`src/tx_ctl_pkg.sv`:
```
// Purpose: Constants for the transmit FIFO and clock select block
// Assumes: 20 MHz system clock, Wishbone classic register access
// Notes:   Control bits stand in for the pin straps
package tx_ctl_pkg;
  // Register byte addresses
  localparam logic [7:0] ADR_CTRL   = 8'h00;
  localparam logic [7:0] ADR_STAT   = 8'h04;
  // Control field positions
  localparam int         CTL_FREQ   = 0;
  localparam int         CTL_SRC    = 1;
  localparam int         CTL_LKEN   = 2;
  localparam int         CTL_BW     = 3;
  localparam int         CTL_AUXDIS = 4;
  localparam int         CTL_FRST   = 5;
  localparam int         CTL_AUTO   = 6;
  localparam int         CTL_W      = 7;
  // Pull-up on frequency select, pull-downs elsewhere
  localparam logic [6:0] CTRL_RST   = 7'h01;
  // Reference rates in kHz, standard rate
  localparam int         REF_LO_KHZ = 77760;
  localparam int         REF_HI_KHZ = 155520;
  localparam int         PAR_KHZ    = 622080;
  // System cycles per parallel word
  localparam int         OUT_DIV    = 4;
  // Parallel clocks per auxiliary clock period
  localparam int         AUX_RATIO  = PAR_KHZ / REF_HI_KHZ;
  // Lock detector windows and acquisition counts
  localparam int         CNT_W      = 5;
  localparam int         GAP_HI     = 8;
  localparam int         GAP_LO     = GAP_HI * REF_HI_KHZ / REF_LO_KHZ;
  localparam int         ACQ_WIDE   = 4;
  localparam int         BW_RATIO   = 4;
  localparam int         ACQ_NARROW = ACQ_WIDE * BW_RATIO;
  // Output clock periods spent draining
  localparam int         FLUSH_TICKS = 9;
  // Flush sequencer states
  typedef enum logic [2:0] {
    FL_RUN   = 3'b001,
    FL_HOLD  = 3'b010,
    FL_DRAIN = 3'b100
  } flush_e;
endpackage

```
`src/lock_if.sv`:
```
`timescale 1ns/1ps
// Purpose: Carrier between the top and one lock detector
// Assumes: All members on the system clock
// Notes:   ctl side drives settings, det side answers lock
interface lock_if;
  logic                         ref_lvl;   // Synchronized ref level
  logic                         enable;    // Detector enable
  logic [tx_ctl_pkg::CNT_W-1:0] gap_limit; // Longest legal gap
  logic [tx_ctl_pkg::CNT_W-1:0] acq_count; // Edges needed to lock
  logic                         locked;    // Registered lock
  modport det (input ref_lvl, enable, gap_limit, acq_count,
               output locked);
  modport ctl (output ref_lvl, enable, gap_limit, acq_count,
               input locked);
endinterface

```
`src/ref_lock_det.sv`:
```
`timescale 1ns/1ps
// Purpose: Activity lock detector for one reference clock
// Assumes: ref_lvl already passed two flip-flops
// Notes:   Lock after acq_count good edges, lost on long gap
module ref_lock_det (
  input  wire logic i_sys_clk,
  input  wire logic i_nrst,
  lock_if.det       lk
);
  localparam int W = tx_ctl_pkg::CNT_W;
  logic         prev_q, prev_d; // Previous level for edge find
  logic [W-1:0] gap_q, gap_d;   // Cycles since last edge
  logic [W-1:0] good_q, good_d; // Good edges in a row
  logic         lock_q, lock_d; // Lock state
  logic         edge_w;         // Rising edge seen

  assign edge_w = lk.ref_lvl && !prev_q;

  ////////////////////////////////////////////////////////////////
  // Next state: count edges, drop on a stalled reference
  always_comb begin
    prev_d = lk.ref_lvl;
    gap_d  = gap_q;
    good_d = good_q;
    if (!lk.enable) begin
      // Disabled detector forgets everything
      gap_d  = '0;
      good_d = '0;
    end else if (edge_w) begin
      gap_d = '0;
      if (good_q != '1) begin
        good_d = good_q + 1'b1;
      end
    end else if (gap_q >= lk.gap_limit) begin
      // Reference stalled: out of lock
      good_d = '0;
    end else begin
      gap_d = gap_q + 1'b1;
    end
    lock_d = lk.enable && (good_d >= lk.acq_count);
  end

  // Registers only
  always_ff @(posedge i_sys_clk or negedge i_nrst) begin
    if (!i_nrst) begin
      prev_q <= 1'b0;
      gap_q  <= '0;
      good_q <= '0;
      lock_q <= 1'b0;
    end else begin
      prev_q <= prev_d;
      gap_q  <= gap_d;
      good_q <= good_d;
      lock_q <= lock_d;
    end
  end

  assign lk.locked = lock_q;
endmodule

```
`src/tx_fifo_and_refclk_select.sv`:
```
// Local design decisions: the address map and the Wishbone slave port.
`timescale 1ns/1ps
// Purpose: Transmit FIFO, flush control, reference select, clocks
// Assumes: All pin inputs asynchronous, sampled by two flip-flops
// Notes:   Word slot and output clock period are OUT_DIV cycles
module tx_fifo_and_refclk_select #(
  parameter int DEPTH = 8 // FIFO words
) (
  input  wire logic        i_sys_clk,
  input  wire logic        i_nrst,
  input  wire logic        i_wb_cyc,
  input  wire logic        i_wb_stb,
  input  wire logic        i_wb_we,
  input  wire logic [7:0]  i_wb_adr,
  input  wire logic [3:0]  i_wb_sel,
  input  wire logic [31:0] i_wb_dat,
  output logic      [31:0] o_wb_dat,
  output logic             o_wb_ack,
  input  wire logic        i_ref_clock_in,
  input  wire logic        i_dejitter_osc_clock_in,
  input  wire logic        i_tx_parallel_clock_in,
  input  wire logic [3:0]  i_tx_parallel_data_in,
  output logic             o_tx_serial_data,
  output logic             o_tx_parallel_clock_out,
  output logic             o_tx_aux_clock_out,
  output logic             o_multiplier_locked,
  output logic             o_dejitter_pll_locked,
  output logic             o_overflow
);
  localparam int AW = $clog2(DEPTH);
  localparam int SW = 7; // Synchronized bits
  localparam logic [3:0] TICKS =
    4'(tx_ctl_pkg::FLUSH_TICKS);

  ////////////////////////////////////////////////////////////////
  // Input synchronizers
  logic [SW-1:0] sync1_q, sync1_d; // First stage, read by second
  logic [SW-1:0] sync2_q, sync2_d; // Safe stage
  logic          pclk3_q, pclk3_d; // Previous parallel clock

  always_comb begin
    sync1_d = {i_tx_parallel_data_in, i_tx_parallel_clock_in,
               i_dejitter_osc_clock_in, i_ref_clock_in};
    sync2_d = sync1_q;
    pclk3_d = sync2_q[2];
  end

  always_ff @(posedge i_sys_clk or negedge i_nrst) begin
    if (!i_nrst) begin
      sync1_q <= '0;
      sync2_q <= '0;
      pclk3_q <= 1'b0;
    end else begin
      sync1_q <= sync1_d;
      sync2_q <= sync2_d;
      pclk3_q <= pclk3_d;
    end
  end

  ////////////////////////////////////////////////////////////////
  // Register bus: control word and status
  logic [6:0]  ctrl_q, ctrl_d; // Control bits
  logic        ack_q, ack_d;   // Bus acknowledge
  logic [31:0] rdat_q, rdat_d; // Read data
  logic [7:0]  stat_w;         // Status byte
  logic [AW:0] lvl_w;          // FIFO fill level
  logic        ovf_q, ovf_d;   // Overflow flag
  tx_ctl_pkg::flush_e st_q, st_d;

  assign stat_w = 8'({lvl_w, (st_q != tx_ctl_pkg::FL_RUN), ovf_q,
                      o_dejitter_pll_locked, o_multiplier_locked});

  // Ack one cycle after the strobe; write lands on the ack edge
  always_comb begin
    ack_d  = i_wb_cyc && i_wb_stb && !ack_q;
    ctrl_d = ctrl_q;
    rdat_d = rdat_q;
    if (ack_d && !i_wb_we) begin
      if (i_wb_adr == tx_ctl_pkg::ADR_CTRL) begin
        rdat_d = 32'(ctrl_q);
      end else if (i_wb_adr == tx_ctl_pkg::ADR_STAT) begin
        rdat_d = 32'(stat_w);
      end else begin
        // Unmapped reads answer zero
        rdat_d = '0;
      end
    end
    if (ack_q && i_wb_cyc && i_wb_stb && i_wb_we && i_wb_sel[0] &&
        i_wb_adr == tx_ctl_pkg::ADR_CTRL) begin
      ctrl_d = i_wb_dat[6:0];
    end
  end

  // Control reset mirrors pin pulls
  always_ff @(posedge i_sys_clk or negedge i_nrst) begin
    if (!i_nrst) begin
      ctrl_q <= tx_ctl_pkg::CTRL_RST;
      ack_q  <= 1'b0;
      rdat_q <= '0;
    end else begin
      ctrl_q <= ctrl_d;
      ack_q  <= ack_d;
      rdat_q <= rdat_d;
    end
  end

  ////////////////////////////////////////////////////////////////
  // Reference selection and lock detectors
  lock_if cmu_lk ();
  lock_if vco_lk ();

  always_comb begin
    // Multiplier fed from reference or oscillator
    cmu_lk.ref_lvl = ctrl_q[tx_ctl_pkg::CTL_SRC] ?
                     sync2_q[1] : sync2_q[0];
    cmu_lk.enable  = 1'b1;
    // Slower reference gives a wider gap window
    cmu_lk.gap_limit = ctrl_q[tx_ctl_pkg::CTL_FREQ] ?
      5'(tx_ctl_pkg::GAP_HI) : 5'(tx_ctl_pkg::GAP_LO);
    // Narrow band settles four times slower
    cmu_lk.acq_count = ctrl_q[tx_ctl_pkg::CTL_BW] ?
      5'(tx_ctl_pkg::ACQ_NARROW) : 5'(tx_ctl_pkg::ACQ_WIDE);
    vco_lk.ref_lvl   = sync2_q[1];
    vco_lk.enable    = ctrl_q[tx_ctl_pkg::CTL_LKEN] &&
                       ctrl_q[tx_ctl_pkg::CTL_SRC];
    vco_lk.gap_limit = cmu_lk.gap_limit;
    vco_lk.acq_count = cmu_lk.acq_count;
  end

  ref_lock_det u_cmu_det (
    .i_sys_clk (i_sys_clk),
    .i_nrst    (i_nrst),
    .lk        (cmu_lk.det)
  );

  ref_lock_det u_vco_det (
    .i_sys_clk (i_sys_clk),
    .i_nrst    (i_nrst),
    .lk        (vco_lk.det)
  );

  ////////////////////////////////////////////////////////////////
  // Output clock generation from the multiplier divider
  logic [1:0] div_q, div_d; // Word slot phase
  logic [1:0] aux_q, aux_d; // Auxiliary divider
  logic       pco_q, pco_d; // Parallel clock out
  logic       axo_q, axo_d; // Auxiliary clock out
  logic       tick_w;       // Last cycle of a word slot

  assign tick_w = (div_q == 2'(tx_ctl_pkg::OUT_DIV - 1));

  always_comb begin
    div_d = div_q + 2'h1;
    aux_d = tick_w ? aux_q + 2'h1 : aux_q;
    // High in the slot's second half, so the reset level is in phase
    pco_d = div_d[1];
    // Held low while disabled; no half pulses matter here
    axo_d = !ctrl_q[tx_ctl_pkg::CTL_AUXDIS] &&
            aux_d[1];
  end

  always_ff @(posedge i_sys_clk or negedge i_nrst) begin
    if (!i_nrst) begin
      div_q <= 2'h0;
      aux_q <= 2'h0;
      pco_q <= 1'b0;
      axo_q <= 1'b0;
    end else begin
      div_q <= div_d;
      aux_q <= aux_d;
      pco_q <= pco_d;
      axo_q <= axo_d;
    end
  end

  ////////////////////////////////////////////////////////////////
  // Flush sequencer
  logic [3:0] tk_q, tk_d; // Output periods left to drain
  logic       frst_w;     // Manual FIFO reset bit
  logic       run_w;      // FIFO passing data
  logic       done_w;     // Drain finishes this cycle

  assign frst_w = ctrl_q[tx_ctl_pkg::CTL_FRST];
  assign run_w  = (st_q == tx_ctl_pkg::FL_RUN);
  assign done_w = (st_q == tx_ctl_pkg::FL_DRAIN) && !frst_w &&
                  tick_w && (tk_q == 4'h1);

  always_comb begin
    st_d = st_q;
    tk_d = tk_q;
    unique case (st_q)
      tx_ctl_pkg::FL_RUN: begin
        if (frst_w) begin
          st_d = tx_ctl_pkg::FL_HOLD;
        end else if (ctrl_q[tx_ctl_pkg::CTL_AUTO] && ovf_q) begin
          st_d = tx_ctl_pkg::FL_DRAIN;
          tk_d = TICKS;
        end
      end
      tx_ctl_pkg::FL_HOLD: begin
        if (!frst_w) begin
          st_d = tx_ctl_pkg::FL_DRAIN;
          tk_d = TICKS;
        end
      end
      tx_ctl_pkg::FL_DRAIN: begin
        if (frst_w) begin
          st_d = tx_ctl_pkg::FL_HOLD;
        end else if (done_w) begin
          st_d = tx_ctl_pkg::FL_RUN;
        end else if (tick_w) begin
          tk_d = tk_q - 4'h1;
        end
      end
      default: begin
        st_d = tx_ctl_pkg::FL_HOLD;
      end
    endcase
  end

  // Power-up starts with a drain so stale words never leave
  always_ff @(posedge i_sys_clk or negedge i_nrst) begin
    if (!i_nrst) begin
      st_q <= tx_ctl_pkg::FL_DRAIN;
      tk_q <= TICKS;
    end else begin
      st_q <= st_d;
      tk_q <= tk_d;
    end
  end

  ////////////////////////////////////////////////////////////////
  // FIFO storage, pointers and serializer
  logic [3:0]  mem [DEPTH]; // Word storage
  logic [AW:0] wp_q, wp_d;  // Write pointer, wrap bit on top
  logic [AW:0] rp_q, rp_d;  // Read pointer
  logic [3:0]  sh_q, sh_d;  // Serializer shift
  logic        ser_q, ser_d;
  logic        wr_w, push_w, pop_w, full_w;

  assign lvl_w  = wp_q - rp_q;
  assign full_w = (lvl_w == (AW+1)'(DEPTH));
  assign wr_w   = sync2_q[2] && !pclk3_q;
  assign push_w = wr_w && run_w && !full_w;
  assign pop_w  = tick_w && run_w && (lvl_w != '0);

  always_comb begin
    wp_d  = run_w ? wp_q + (AW+1)'(push_w) : '0;
    rp_d  = run_w ? rp_q + (AW+1)'(pop_w) : '0;
    ovf_d = done_w ? 1'b0 : ovf_q;
    if (wr_w && run_w && full_w) begin
      ovf_d = 1'b1;
    end
    if (tick_w) begin
      // Idle slots send zeros
      sh_d = pop_w ? mem[rp_q[AW-1:0]] : 4'h0;
    end else begin
      sh_d = {sh_q[2:0], 1'b0};
    end
    ser_d = sh_d[3];
  end

  always_ff @(posedge i_sys_clk) begin
    if (push_w) begin
      mem[wp_q[AW-1:0]] <= sync2_q[6:3];
    end
  end

  always_ff @(posedge i_sys_clk or negedge i_nrst) begin
    if (!i_nrst) begin
      wp_q  <= '0;
      rp_q  <= '0;
      ovf_q <= 1'b0;
      sh_q  <= 4'h0;
      ser_q <= 1'b0;
    end else begin
      wp_q  <= wp_d;
      rp_q  <= rp_d;
      ovf_q <= ovf_d;
      sh_q  <= sh_d;
      ser_q <= ser_d;
    end
  end

  assign o_wb_dat                = rdat_q;
  assign o_wb_ack                = ack_q;
  assign o_tx_serial_data        = ser_q;
  assign o_tx_parallel_clock_out = pco_q;
  assign o_tx_aux_clock_out      = axo_q;
  assign o_multiplier_locked     = cmu_lk.locked;
  assign o_dejitter_pll_locked   = vco_lk.locked;
  assign o_overflow              = ovf_q;
endmodule

```
`config.mk`:
```
export PLATFORM = sky130hd
export DESIGN_NAME = tx_fifo_and_refclk_select
export DESIGN_NICKNAME = d
export VERILOG_FILES = /design/src/tx_ctl_pkg.sv /design/src/lock_if.sv /design/src/ref_lock_det.sv /design/src/tx_fifo_and_refclk_select.sv
export SDC_FILE = /design/constraint.sdc
export NUM_CORES = 1
export LEC_CHECK = 0
export BUFFER_PORTS_ARGS = -buffer_cell sky130_fd_sc_hd__buf_4
export CORE_ASPECT_RATIO = 0.5
export CORE_MARGIN = 10
export CORE_UTILIZATION = 45
export DETAILED_ROUTE_END_ITERATION = 7
export PLACE_DENSITY = 0.69
export RECOVER_POWER = 50
export SETUP_SLACK_MARGIN = 0.4
export SYNTH_ARGS = -nofsm -noshare
export SYNTH_HDL_FRONTEND = slang
export SYNTH_HIERARCHICAL = 1
export SYNTH_SLANG_ARGS = --single-unit
```
`constraint.sdc`:
```
create_clock -name i_sys_clk -period 2.66 [get_ports i_sys_clk]
set_input_delay 0.266 -clock i_sys_clk [delete_from_list [all_inputs] [get_ports i_sys_clk]]
set_output_delay 0.266 -clock i_sys_clk [all_outputs]
set_load 0.05 [all_outputs]
```
==> flow_summary.ini, run 1 <==
[setup_path]
path_common_cell = ha_4
worst-path-stages = 11
cp_cell_sequence = inv_2 -> ha_4 -> a21o_1 -> or3_4 -> buf_12 -> a21oi_4 -> nor2_2 -> ha_4 -> ha_4 -> xnor2_1 -> nor2_1
startpoint = rp_q[2]$_DFF_PN0_
reg2regPathDepth = 11
slowest_delay_ns = 0.45
criticalPathCategory = reg2reg
critPathBufInv = 2
crit_fanout = 3
crit_end = rp_q[2]$_DFF_PN0_
r2r_end = rp_q[2]$_DFF_PN0_
slowest_stage = or3_4
r2r_slack_ns = 0.28
cp-end-kind = flop
worst_path_dominant_cell_family = simple AND/OR/NAND/NOR gates
r2r_start = rp_q[2]$_DFF_PN0_
worstPathRequired_ns = 2.90
worstPathArrival_ns = 2.62
critPathLaunchType = flop

[grt]
grt_max_degree = 81
gr-total-overflow = 0
grt_pass1_vias = 3701
antenna_found_initial = 0
grt_pass1_wl_um = 18100
grtUsageTotal_pct = 12.8

[place]
io_buffers = 42
dp_hpwl_um = 7530
pre_cts_slack_ns = 0.143
dpl_cell_area_um2 = 6100
gp_congestion = 0.825

[finish]
drive_gt1_share_pct = 32.7
design_area_um2 = 6970
mostFrequentLayoutCell = dfrtp_1
mostFrequentLayoutCells = dfrtp_1, buf_4, conb_1, edfxtp_1, inv_1
n_antenna_cell = 0
synthToLayoutAreaGrowth_pct = 26.1
layout.nets = 657

[sta]
fin_crit_ns = 2.38
fin_crit_sh_pct = 89.3
hold_viol = 0
rsz0062_at_grt = yes
setup_viol = 0
drv_slew = 81
slew-limit-headroom_pct = -33.3
skew_ns = 0.0103
fmax_ghz = 0.421
tightest_slew_ns = 2.00
fin_ws_ns = 0.284
final.setup.tns_ns = 0

[run]
drv_cap = 1

[routing]
vias_per_cell = 5.01
routedWlPerCell_um = 15.0
drtIter0Drc = 172
dr.pass1.iters = 5
final_antenna_net_count = 0
totalWireLength_um = 11000
vias = 3686
route.detailed.drc = 0

[yosys]
yosys-top-cells-area = dfrtp_1, edfxtp_1, ha_1
ys_ff_latch = 112
yosysSeqAreaShare_pct = 53.7
netlist.area_leader.share_pct = 34.4
synth_area_per_cell_um2 = 12.0
ys_async_sr_fraction_pct = 71.4
netlist-cell-type-count = 63
synth_largest_area_cell = dfrtp_1
synth_ff_type = dfrtp_1
synth-edff-count = 32
synthCells = 461
yosysWarnings = 6
syn_area_um2 = 5520

[power_and_ir_drop]
total_power_uw = 3900
peakVddDrop_mv = 0.282
power.leakage_uw = 0.00299
p_per_area_nw_per_um2 = 560

[clocking]
htree_levels = 3
path_clk_slew_ns = 0.08
clkSinkCount = 112
clockBufferDepth = 2
clock_latency_ns = 0.36
cts_buffers = 9
cts_tree = yes
clock-root-buffer = clkbuf_16

[outcome]
status = complete, but fails checks
violations = capacitance limit, slew limit

[min_path]
hold_class = in2reg
hold_start = i_dejitter_osc_clock_in

[floorplan]
die_width_um = 177
fp.dieH_um = 98.3
die_area_um2 = 17400
rows = 28
fp.coreArea_um2 = 11900
initial_core_util_pct = 46.4
io_pins = 95
[final cells by class]
type / instances / area [um2]
repair buffers: 85 / 671
well taps: 165 / 206
clock inverters: 7 / 105
multi-input cells: 321 / 2650
flip-flops and latches: 112 / 2970
clock buffers: 9 / 225
fillers: 955 / 4950
inverters: 37 / 141
[cell usage after synthesis (2+ instances only)]
| cell | number |
|---|---|
| a31o_1 | 4 |
| conb_1 | 2 |
| and4_1 | 2 |
| buf_4 | 24 |
| a21oi_2 | 2 |
| o21ai_1 | 5 |
| a21oi_1 | 30 |
| mux4_2 | 8 |
| o21ai_0 | 17 |
| nor2_1 | 31 |
| mux2i_1 | 7 |
| a211oi_1 | 2 |
| a22oi_1 | 6 |
| o31ai_1 | 2 |
| edfxtp_1 | 32 |
| xnor2_1 | 7 |
| o32ai_1 | 3 |
| ha_1 | 34 |
| inv_1 | 37 |
| mux2_4 | 7 |
| nand2b_1 | 9 |
| and4b_1 | 2 |
| and2_1 | 7 |
| and3_1 | 5 |
| nand3_1 | 9 |
| and3b_1 | 3 |
| nand3b_1 | 2 |
| nand2_1 | 20 |
| dfrtp_1 | 76 |
| or3_1 | 4 |
| nor3_1 | 3 |
| a311oi_1 | 4 |
| nor2b_1 | 6 |
| o21a_2 | 2 |
| nor3b_1 | 3 |
| a31oi_1 | 4 |
| a21o_1 | 3 |
| dfstp_2 | 4 |
| clkbuf_1 | 6 |
| nand4b_1 | 2 |
| xor2_1 | 3 |
[layer usage]
metal  routed length [um]  global-route usage, %  vias up
met1                 4790                   15.3     1817
met2                 5630                   22.1       60
met4                  218                   4.88        0
met3                  404                   2.69       16
met5                    0                      0        -
li1                     -                      -     1793
[kinds of logic (layout without fill, tap and decap cells)]
group	Yosys count	in the layout	share of synthesized area (%)
compound gates	91	92	10.6
xor+xnor	10	10	1.59
fa+ha+maj	35	35	8.06
buf+inv	70	138	6.84
flops	112	112	53.7
mux	23	23	6.64
other cells	2	43	0.136
simple gates	118	118	12.4
[registers in the layout, indices dropped and copies added, names as in the netlist, 4 cells and up]
register          flops
mem                  32
o_wb_dat              8
ctrl_q                7
sync1_q               7
sync2_q               7
u_cmu_det/gap_q       5
u_cmu_det/good_q      5
u_vco_det/gap_q       5
u_vco_det/good_q      5
rp_q                  4
tk_q                  4
wp_q                  4
[power by group]
part           total (uW)  internal [uW]  switching, uW
registers            1930           1860           76.3
clock network        1470            771            701
logic                 494            179            315
[worst min-delay path by stage]
stage                           end  slack, ns  cells after the start
2_1_floorplan  aux_q[0]$_DFFE_PN0P_      -0.03                      0
3_3_place_gp   sync2_q[6]$_DFF_PN0_       0.33                      0
3_5_place_dp   sync2_q[3]$_DFF_PN0_       0.34                      0
4_1_cts        sync1_q[4]$_DFF_PN0_     0.0005                      1
5_1_grt        sync1_q[3]$_DFF_PN0_       0.03                      1
6_report       sync1_q[1]$_DFF_PN0_       0.04                      1
[repair_timing]
action | 4_1_cts | 5_1_grt
endpoints found under the setup margin | 42 | 40
hold buffers | 1 | 2
gates cloned | 1 | 0
hold endpoints to repair | 1 | 2
pin swaps | 25 | 23
gates resized for setup | 27 | 33
setup buffers | 20 | 11
[per-stage QoR]
step	std cells	hold WS, ns	util, %
floorplan	502	-0.0296	-
global placement	685	0.331	51.2
detailed placement	685	0.337	51.2
CTS	723	0.000469	56.4
global route	736	0.0276	58.5
finish	736	0.0355	58.5
Power figures use the tool's default switching activity.
==> run 2: changes to the inputs <==
--- a/config.mk
+++ b/config.mk
@@ -10,7 +10,7 @@
 export CORE_MARGIN = 10
 export CORE_UTILIZATION = 45
 export DETAILED_ROUTE_END_ITERATION = 7
-export PLACE_DENSITY = 0.69
+export PLACE_DENSITY = 0.66
 export RECOVER_POWER = 50
 export SETUP_SLACK_MARGIN = 0.4
 export SYNTH_ARGS = -nofsm -noshare
==> constraint.sdc (replaced) <==
create_clock -name i_sys_clk -period 2.8 [get_ports i_sys_clk]
set_input_delay 0.28 -clock i_sys_clk [delete_from_list [all_inputs] [get_ports i_sys_clk]]
set_output_delay 0.28 -clock i_sys_clk [all_outputs]
set_load 0.05 [all_outputs]
==> flow_summary.ini, run 2 (synthesis results as in run 1) <==
[outcome]
status = complete, but fails checks
violations = capacitance limit, slew limit

[sta]
whs_ns = 0.0520
rsz0062_at_grt = yes
final.setup.tns_ns = 0
drv_slew = 81
hold_viol = 0
tightest_slew_ns = 1.97
fin_crit_sh_pct = 88.0
skew_ns = 0.00760
fin_ws_ns = 0.335
fin_crit_ns = 2.47
setup_viol = 0
slew-limit-headroom_pct = -31.0
fmax_ghz = 0.406

[routing]
routedWlPerCell_um = 14.7
drtIter0Drc = 177
dr.pass1.iters = 4
vias = 3592
route.detailed.drc = 0
totalWireLength_um = 10700
vias_per_cell = 4.93
final_antenna_net_count = 0

[clocking]
clockBufferDepth = 2
clkSinkCount = 112
cts_buffers = 9
cts_tree = yes
clock_latency_ns = 0.35
htree_levels = 3
clock-root-buffer = clkbuf_16
path_clk_slew_ns = 0.08
hold_buffers = 0

[finish]
fillers = 980
mostFrequentLayoutCells = dfrtp_1, buf_4, conb_1, edfxtp_1
layout.nets = 650
largest_reg_flops = 32
multiInputGateArea_um2 = 2580
fin_cells = 729
synthToLayoutAreaGrowth_pct = 23.3
drive_gt1_share_pct = 31.2
n_antenna_cell = 0
regArea_um2 = 2970
mostFrequentLayoutCell = dfrtp_1

[power_and_ir_drop]
p_int_uw = 2580
peakVddDrop_mv = 0.279
power.leakage_uw = 0.00294
pwr-share-seq_pct = 51.1
swShare_pct = 28.4
p_per_area_nw_per_um2 = 528
switchingPower_uw = 1020
pwr-share-clk_pct = 35.9
comb_power_share_pct = 13.0

[setup_path]
r2r_start = wp_q[0]$_DFF_PN0_
cp-end-kind = flop
worstPathArrival_ns = 2.74
reg2regPathDepth = 13
criticalPathCategory = reg2reg
r2r_slack_ns = 0.34
critPathLaunchType = flop
crit_fanout = 3
r2r_end = rp_q[2]$_DFF_PN0_
startpoint = wp_q[0]$_DFF_PN0_
worstPathRequired_ns = 3.08
crit_end = rp_q[2]$_DFF_PN0_

[floorplan]
io_pins = 95
die_area_um2 = 17400
fp.coreArea_um2 = 11900
die_width_um = 177
fp.dieH_um = 98.3
initial_core_util_pct = 46.4
rows = 28

[run]
drv_cap = 1

[grt]
grt_pass1_wl_um = 17400
grtUsageTotal_pct = 12.3
gr-total-overflow = 0
antenna_found_initial = 0
grt_max_degree = 81
grt_pass1_vias = 3568

[place]
pre_cts_slack_ns = 0.143
dp_hpwl_um = 7250
gp_congestion = 0.786
io_buffers = 42
dp.cells = 682

[min_path]
hold_path_depth = 1
hold_class = in2reg
-- run 2: final cells by class --
type | count | area share [%]
Clock inverter | 7 | 1.30
Clock buffer | 9 | 3.31
Timing Repair Buffer | 78 | 8.67
Multi-Input combinational cell | 321 | 37.9
Sequential cell | 112 | 43.6
Tap cell | 165 | 3.03
Inverter | 37 | 2.11
-- run 2: routing by layer --
metal  track usage [%]  up-vias  share of wire, %
met5                 0        -                 0
met4              3.60        0              0.58
met3              2.92        4               3.6
met2              20.5       59                52
met1              15.4     1743                44
li1                  -     1786                 -
-- run 2: what timing repair did --
| item | in CTS | in global routing |
|---|---|---|
| buffers inserted | 14 | 16 |
| cloned | 1 | 0 |
| setup endpoints to repair | 42 | 36 |
| pin swaps | 13 | 29 |
| resized for setup | 25 | 32 |
-- run 2: metrics by stage --
stage | power, uW | area, um2 | util [%]
2_1_floorplan | 2210 | 5700 | -
3_3_place_gp | 2310 | 6020 | 50.6
3_5_place_dp | 2320 | 6020 | 50.6
4_1_cts | 3630 | 6540 | 54.9
5_1_grt | 3760 | 6810 | 57.2
6_report | 3600 | 6810 | 57.2
-- run 2: worst min-delay path by stage --
stage	start	end	slack, ns
2_1_floorplan	i_nrst	aux_q[0]$_DFFE_PN0P_	-0.02
3_3_place_gp	sync1_q[0]$_DFF_PN0_	sync2_q[0]$_DFF_PN0_	0.33
5_1_grt	i_tx_parallel_data_in[3]	sync1_q[6]$_DFF_PN0_	0.03
4_1_cts	i_tx_parallel_data_in[2]	sync1_q[5]$_DFF_PN0_	0.01
3_5_place_dp	sync1_q[0]$_DFF_PN0_	sync2_q[0]$_DFF_PN0_	0.34
6_report	i_tx_parallel_data_in[2]	sync1_q[5]$_DFF_PN0_	0.05
-- run 2: power by group through the flow --
| stage | sequential, uW | clock (uW) | combinational [uW] |
|---|---|---|---|
| after floorplan | 1920 | 0 | 294 |
| after global placement | 1870 | 0 | 444 |
| after detailed placement | 1870 | 0 | 454 |
| after CTS | 1840 | 1330 | 460 |
| after global routing | 1850 | 1400 | 513 |
| final | 1840 | 1290 | 466 |
-- run 2: critical path, cell delays in order (launching register included) --
cell,delay (ns)
dfrtp_2,0.43
inv_4,0.08
ha_4,0.13
inv_2,0.04
fa_2,0.36
xnor2_2,0.24
buf_4,0.14
nand3b_1,0.14
a21oi_4,0.17
nor2_1,0.07
ha_2,0.20
ha_4,0.16
xnor2_2,0.12
nor2_1,0.12
==> run 3: changes to the inputs <==
--- a/config.mk
+++ b/config.mk
@@ -13,6 +13,7 @@
 export PLACE_DENSITY = 0.66
 export RECOVER_POWER = 50
 export SETUP_SLACK_MARGIN = 0.4
+export SKIP_CTS_REPAIR_TIMING = 1
 export SYNTH_ARGS = -nofsm -noshare
 export SYNTH_HDL_FRONTEND = slang
 export SYNTH_HIERARCHICAL = 1
==> constraint.sdc (replaced) <==
create_clock -name i_sys_clk -period 2.7 [get_ports i_sys_clk]
set_input_delay 0.27 -clock i_sys_clk [delete_from_list [all_inputs] [get_ports i_sys_clk]]
set_output_delay 0.27 -clock i_sys_clk [all_outputs]
set_load 0.05 [all_outputs]
==> flow_summary.ini, run 3 (synthesis results as in run 1) <==
[outcome]
status = complete, but fails checks
violations = capacitance limit, slew limit

[setup_path]
crit_fanout = 5
cp-end-kind = flop
worstPathArrival_ns = 2.62
criticalPathCategory = reg2reg
worstPathRequired_ns = 2.94
critPathLaunchType = flop

[grt]
grtUsageTotal_pct = 12.1
antenna_found_initial = 0
grt_pass1_wl_um = 17200
grt_max_degree = 81
grt_pass1_vias = 3526
gr-total-overflow = 0

[clocking]
cts_tree = yes
clkSinkCount = 112
path_clk_slew_ns = 0.08
clock_latency_ns = 0.36
cts_buffers = 9
clockBufferDepth = 2
htree_levels = 3
clock-root-buffer = clkbuf_16

[sta]
setup_viol = 0
whs_ns = 0.0327
fin_crit_sh_pct = 88.4
fmax_ghz = 0.419
final.setup.tns_ns = 0
tightest_slew_ns = 2.02
slew-limit-headroom_pct = -34.8
hold_viol = 0
drv_slew = 81
rsz0062_at_grt = yes
fin_crit_ns = 2.39
skew_ns = 0.0160

[finish]
mostFrequentLayoutCells = dfrtp_1, buf_4, conb_1, edfxtp_1, inv_1
fillers = 1013
synthToLayoutAreaGrowth_pct = 22.3
mostFrequentLayoutCell = dfrtp_1
drive_gt1_share_pct = 30.5
layout.nets = 644
final_core_util_pct = 56.7
largest_reg_flops = 32
n_antenna_cell = 0
fin_cells = 723

[power_and_ir_drop]
total_power_uw = 3680
pwr-share-clk_pct = 34.9
p_int_uw = 2660
pwr-share-seq_pct = 51.9
peakVddDrop_mv = 0.313
switchingPower_uw = 1020
power.leakage_uw = 0.00289
comb_power_share_pct = 13.2
swShare_pct = 27.6
p_per_area_nw_per_um2 = 545

[floorplan]
die_area_um2 = 17400
initial_core_util_pct = 46.4
fp.dieH_um = 98.3
fp.coreArea_um2 = 11900
die_width_um = 177
rows = 28
io_pins = 95

[routing]
final_antenna_net_count = 0
vias = 3604
dr.pass1.iters = 4
totalWireLength_um = 11000
routedWlPerCell_um = 15.3
route.detailed.drc = 0
vias_per_cell = 4.98
drtIter0Drc = 158

[place]
dp.cells = 684
dp_hpwl_um = 7560
io_buffers = 42
gp_congestion = 0.802

[min_path]
hold_class = in2reg

[run]
drv_cap = 1
-- run 3: cell count changes in the layout (fill, tap and decap cells not counted), sizes merged --
cell / before / now
buf: 70 / 64
clkinvlp: 0 / 3
clkinv: 5 / 0
clkbuf: 17 / 19
-- run 3: power by group through the flow --
stage	registers, uW	clock network [uW]	logic, uW
floorplan	1990	0	306
global placement	1940	0	463
detailed placement	1940	0	479
CTS	1910	1310	479
global route	1920	1380	539
finish	1910	1290	487
-- run 3: worst paths after layout --
kind | depth (start not counted) | from | endpoint | slack, ns
setup / recovery | 12 | ctrl_q[0]$_DFFE_PN1P_ | u_vco_det/lk.locked$_DFF_PN0_ | 0.31
max in group asynchronous | 1 | i_nrst | wp_q[0]$_DFF_PN0_ | 0.89
hold / removal | 1 | i_tx_parallel_data_in[2] | sync1_q[5]$_DFF_PN0_ | 0.03
hold reg to reg | 0 | sync1_q[4]$_DFF_PN0_ | sync2_q[4]$_DFF_PN0_ | 0.34
setup reg to reg | 12 | ctrl_q[0]$_DFFE_PN1P_ | u_vco_det/lk.locked$_DFF_PN0_ | 0.31
min in group asynchronous | 1 | i_nrst | u_vco_det/gap_q[1]$_DFFE_PN0P_ | 0.49
-- run 3: worst max-delay path, stage by stage, from the launching register on --
cell      delay (ns)
dfstp_2         0.56
inv_2           0.05
inv_2           0.06
ha_4            0.21
a21oi_4         0.13
o21a_4          0.17
nand2_2         0.07
a211oi_2        0.30
ha_1            0.29
a21oi_2         0.17
nor2b_1         0.06
o21ai_1         0.11
a21oi_1         0.08
-- run 3: per-stage QoR --
step	cell area [um2]	worst slack (ns)
after floorplan	5760	0.392
after global placement	6090	0.180
after detailed placement	6090	0.0736
after CTS	6370	0.0759
after global routing	6760	0.214
final	6760	0.312
-- run 3: per-layer routing --
metal  global-route usage [%]  vias to the layer above  routed length (um)
li1                         -                     1766                   -
met1                     14.7                     1775                5010
met2                     20.7                       51                5520
met3                     3.07                       12                 359
met4                     3.98                        0                 148
met5                        0                        -                   0
-- run 3: layout make-up --
cell class                 count  area [um2]  share of cell area [%]
timing repair buffer          72         549                    8.13
inverter                      37         144                    2.13
tap                          165         206                    3.06
clock inverter                 5        40.0                   0.593
multi-input combinational    321        2600                    38.5
clock buffer                  11         243                    3.59
sequential                   112        2970                    44.0
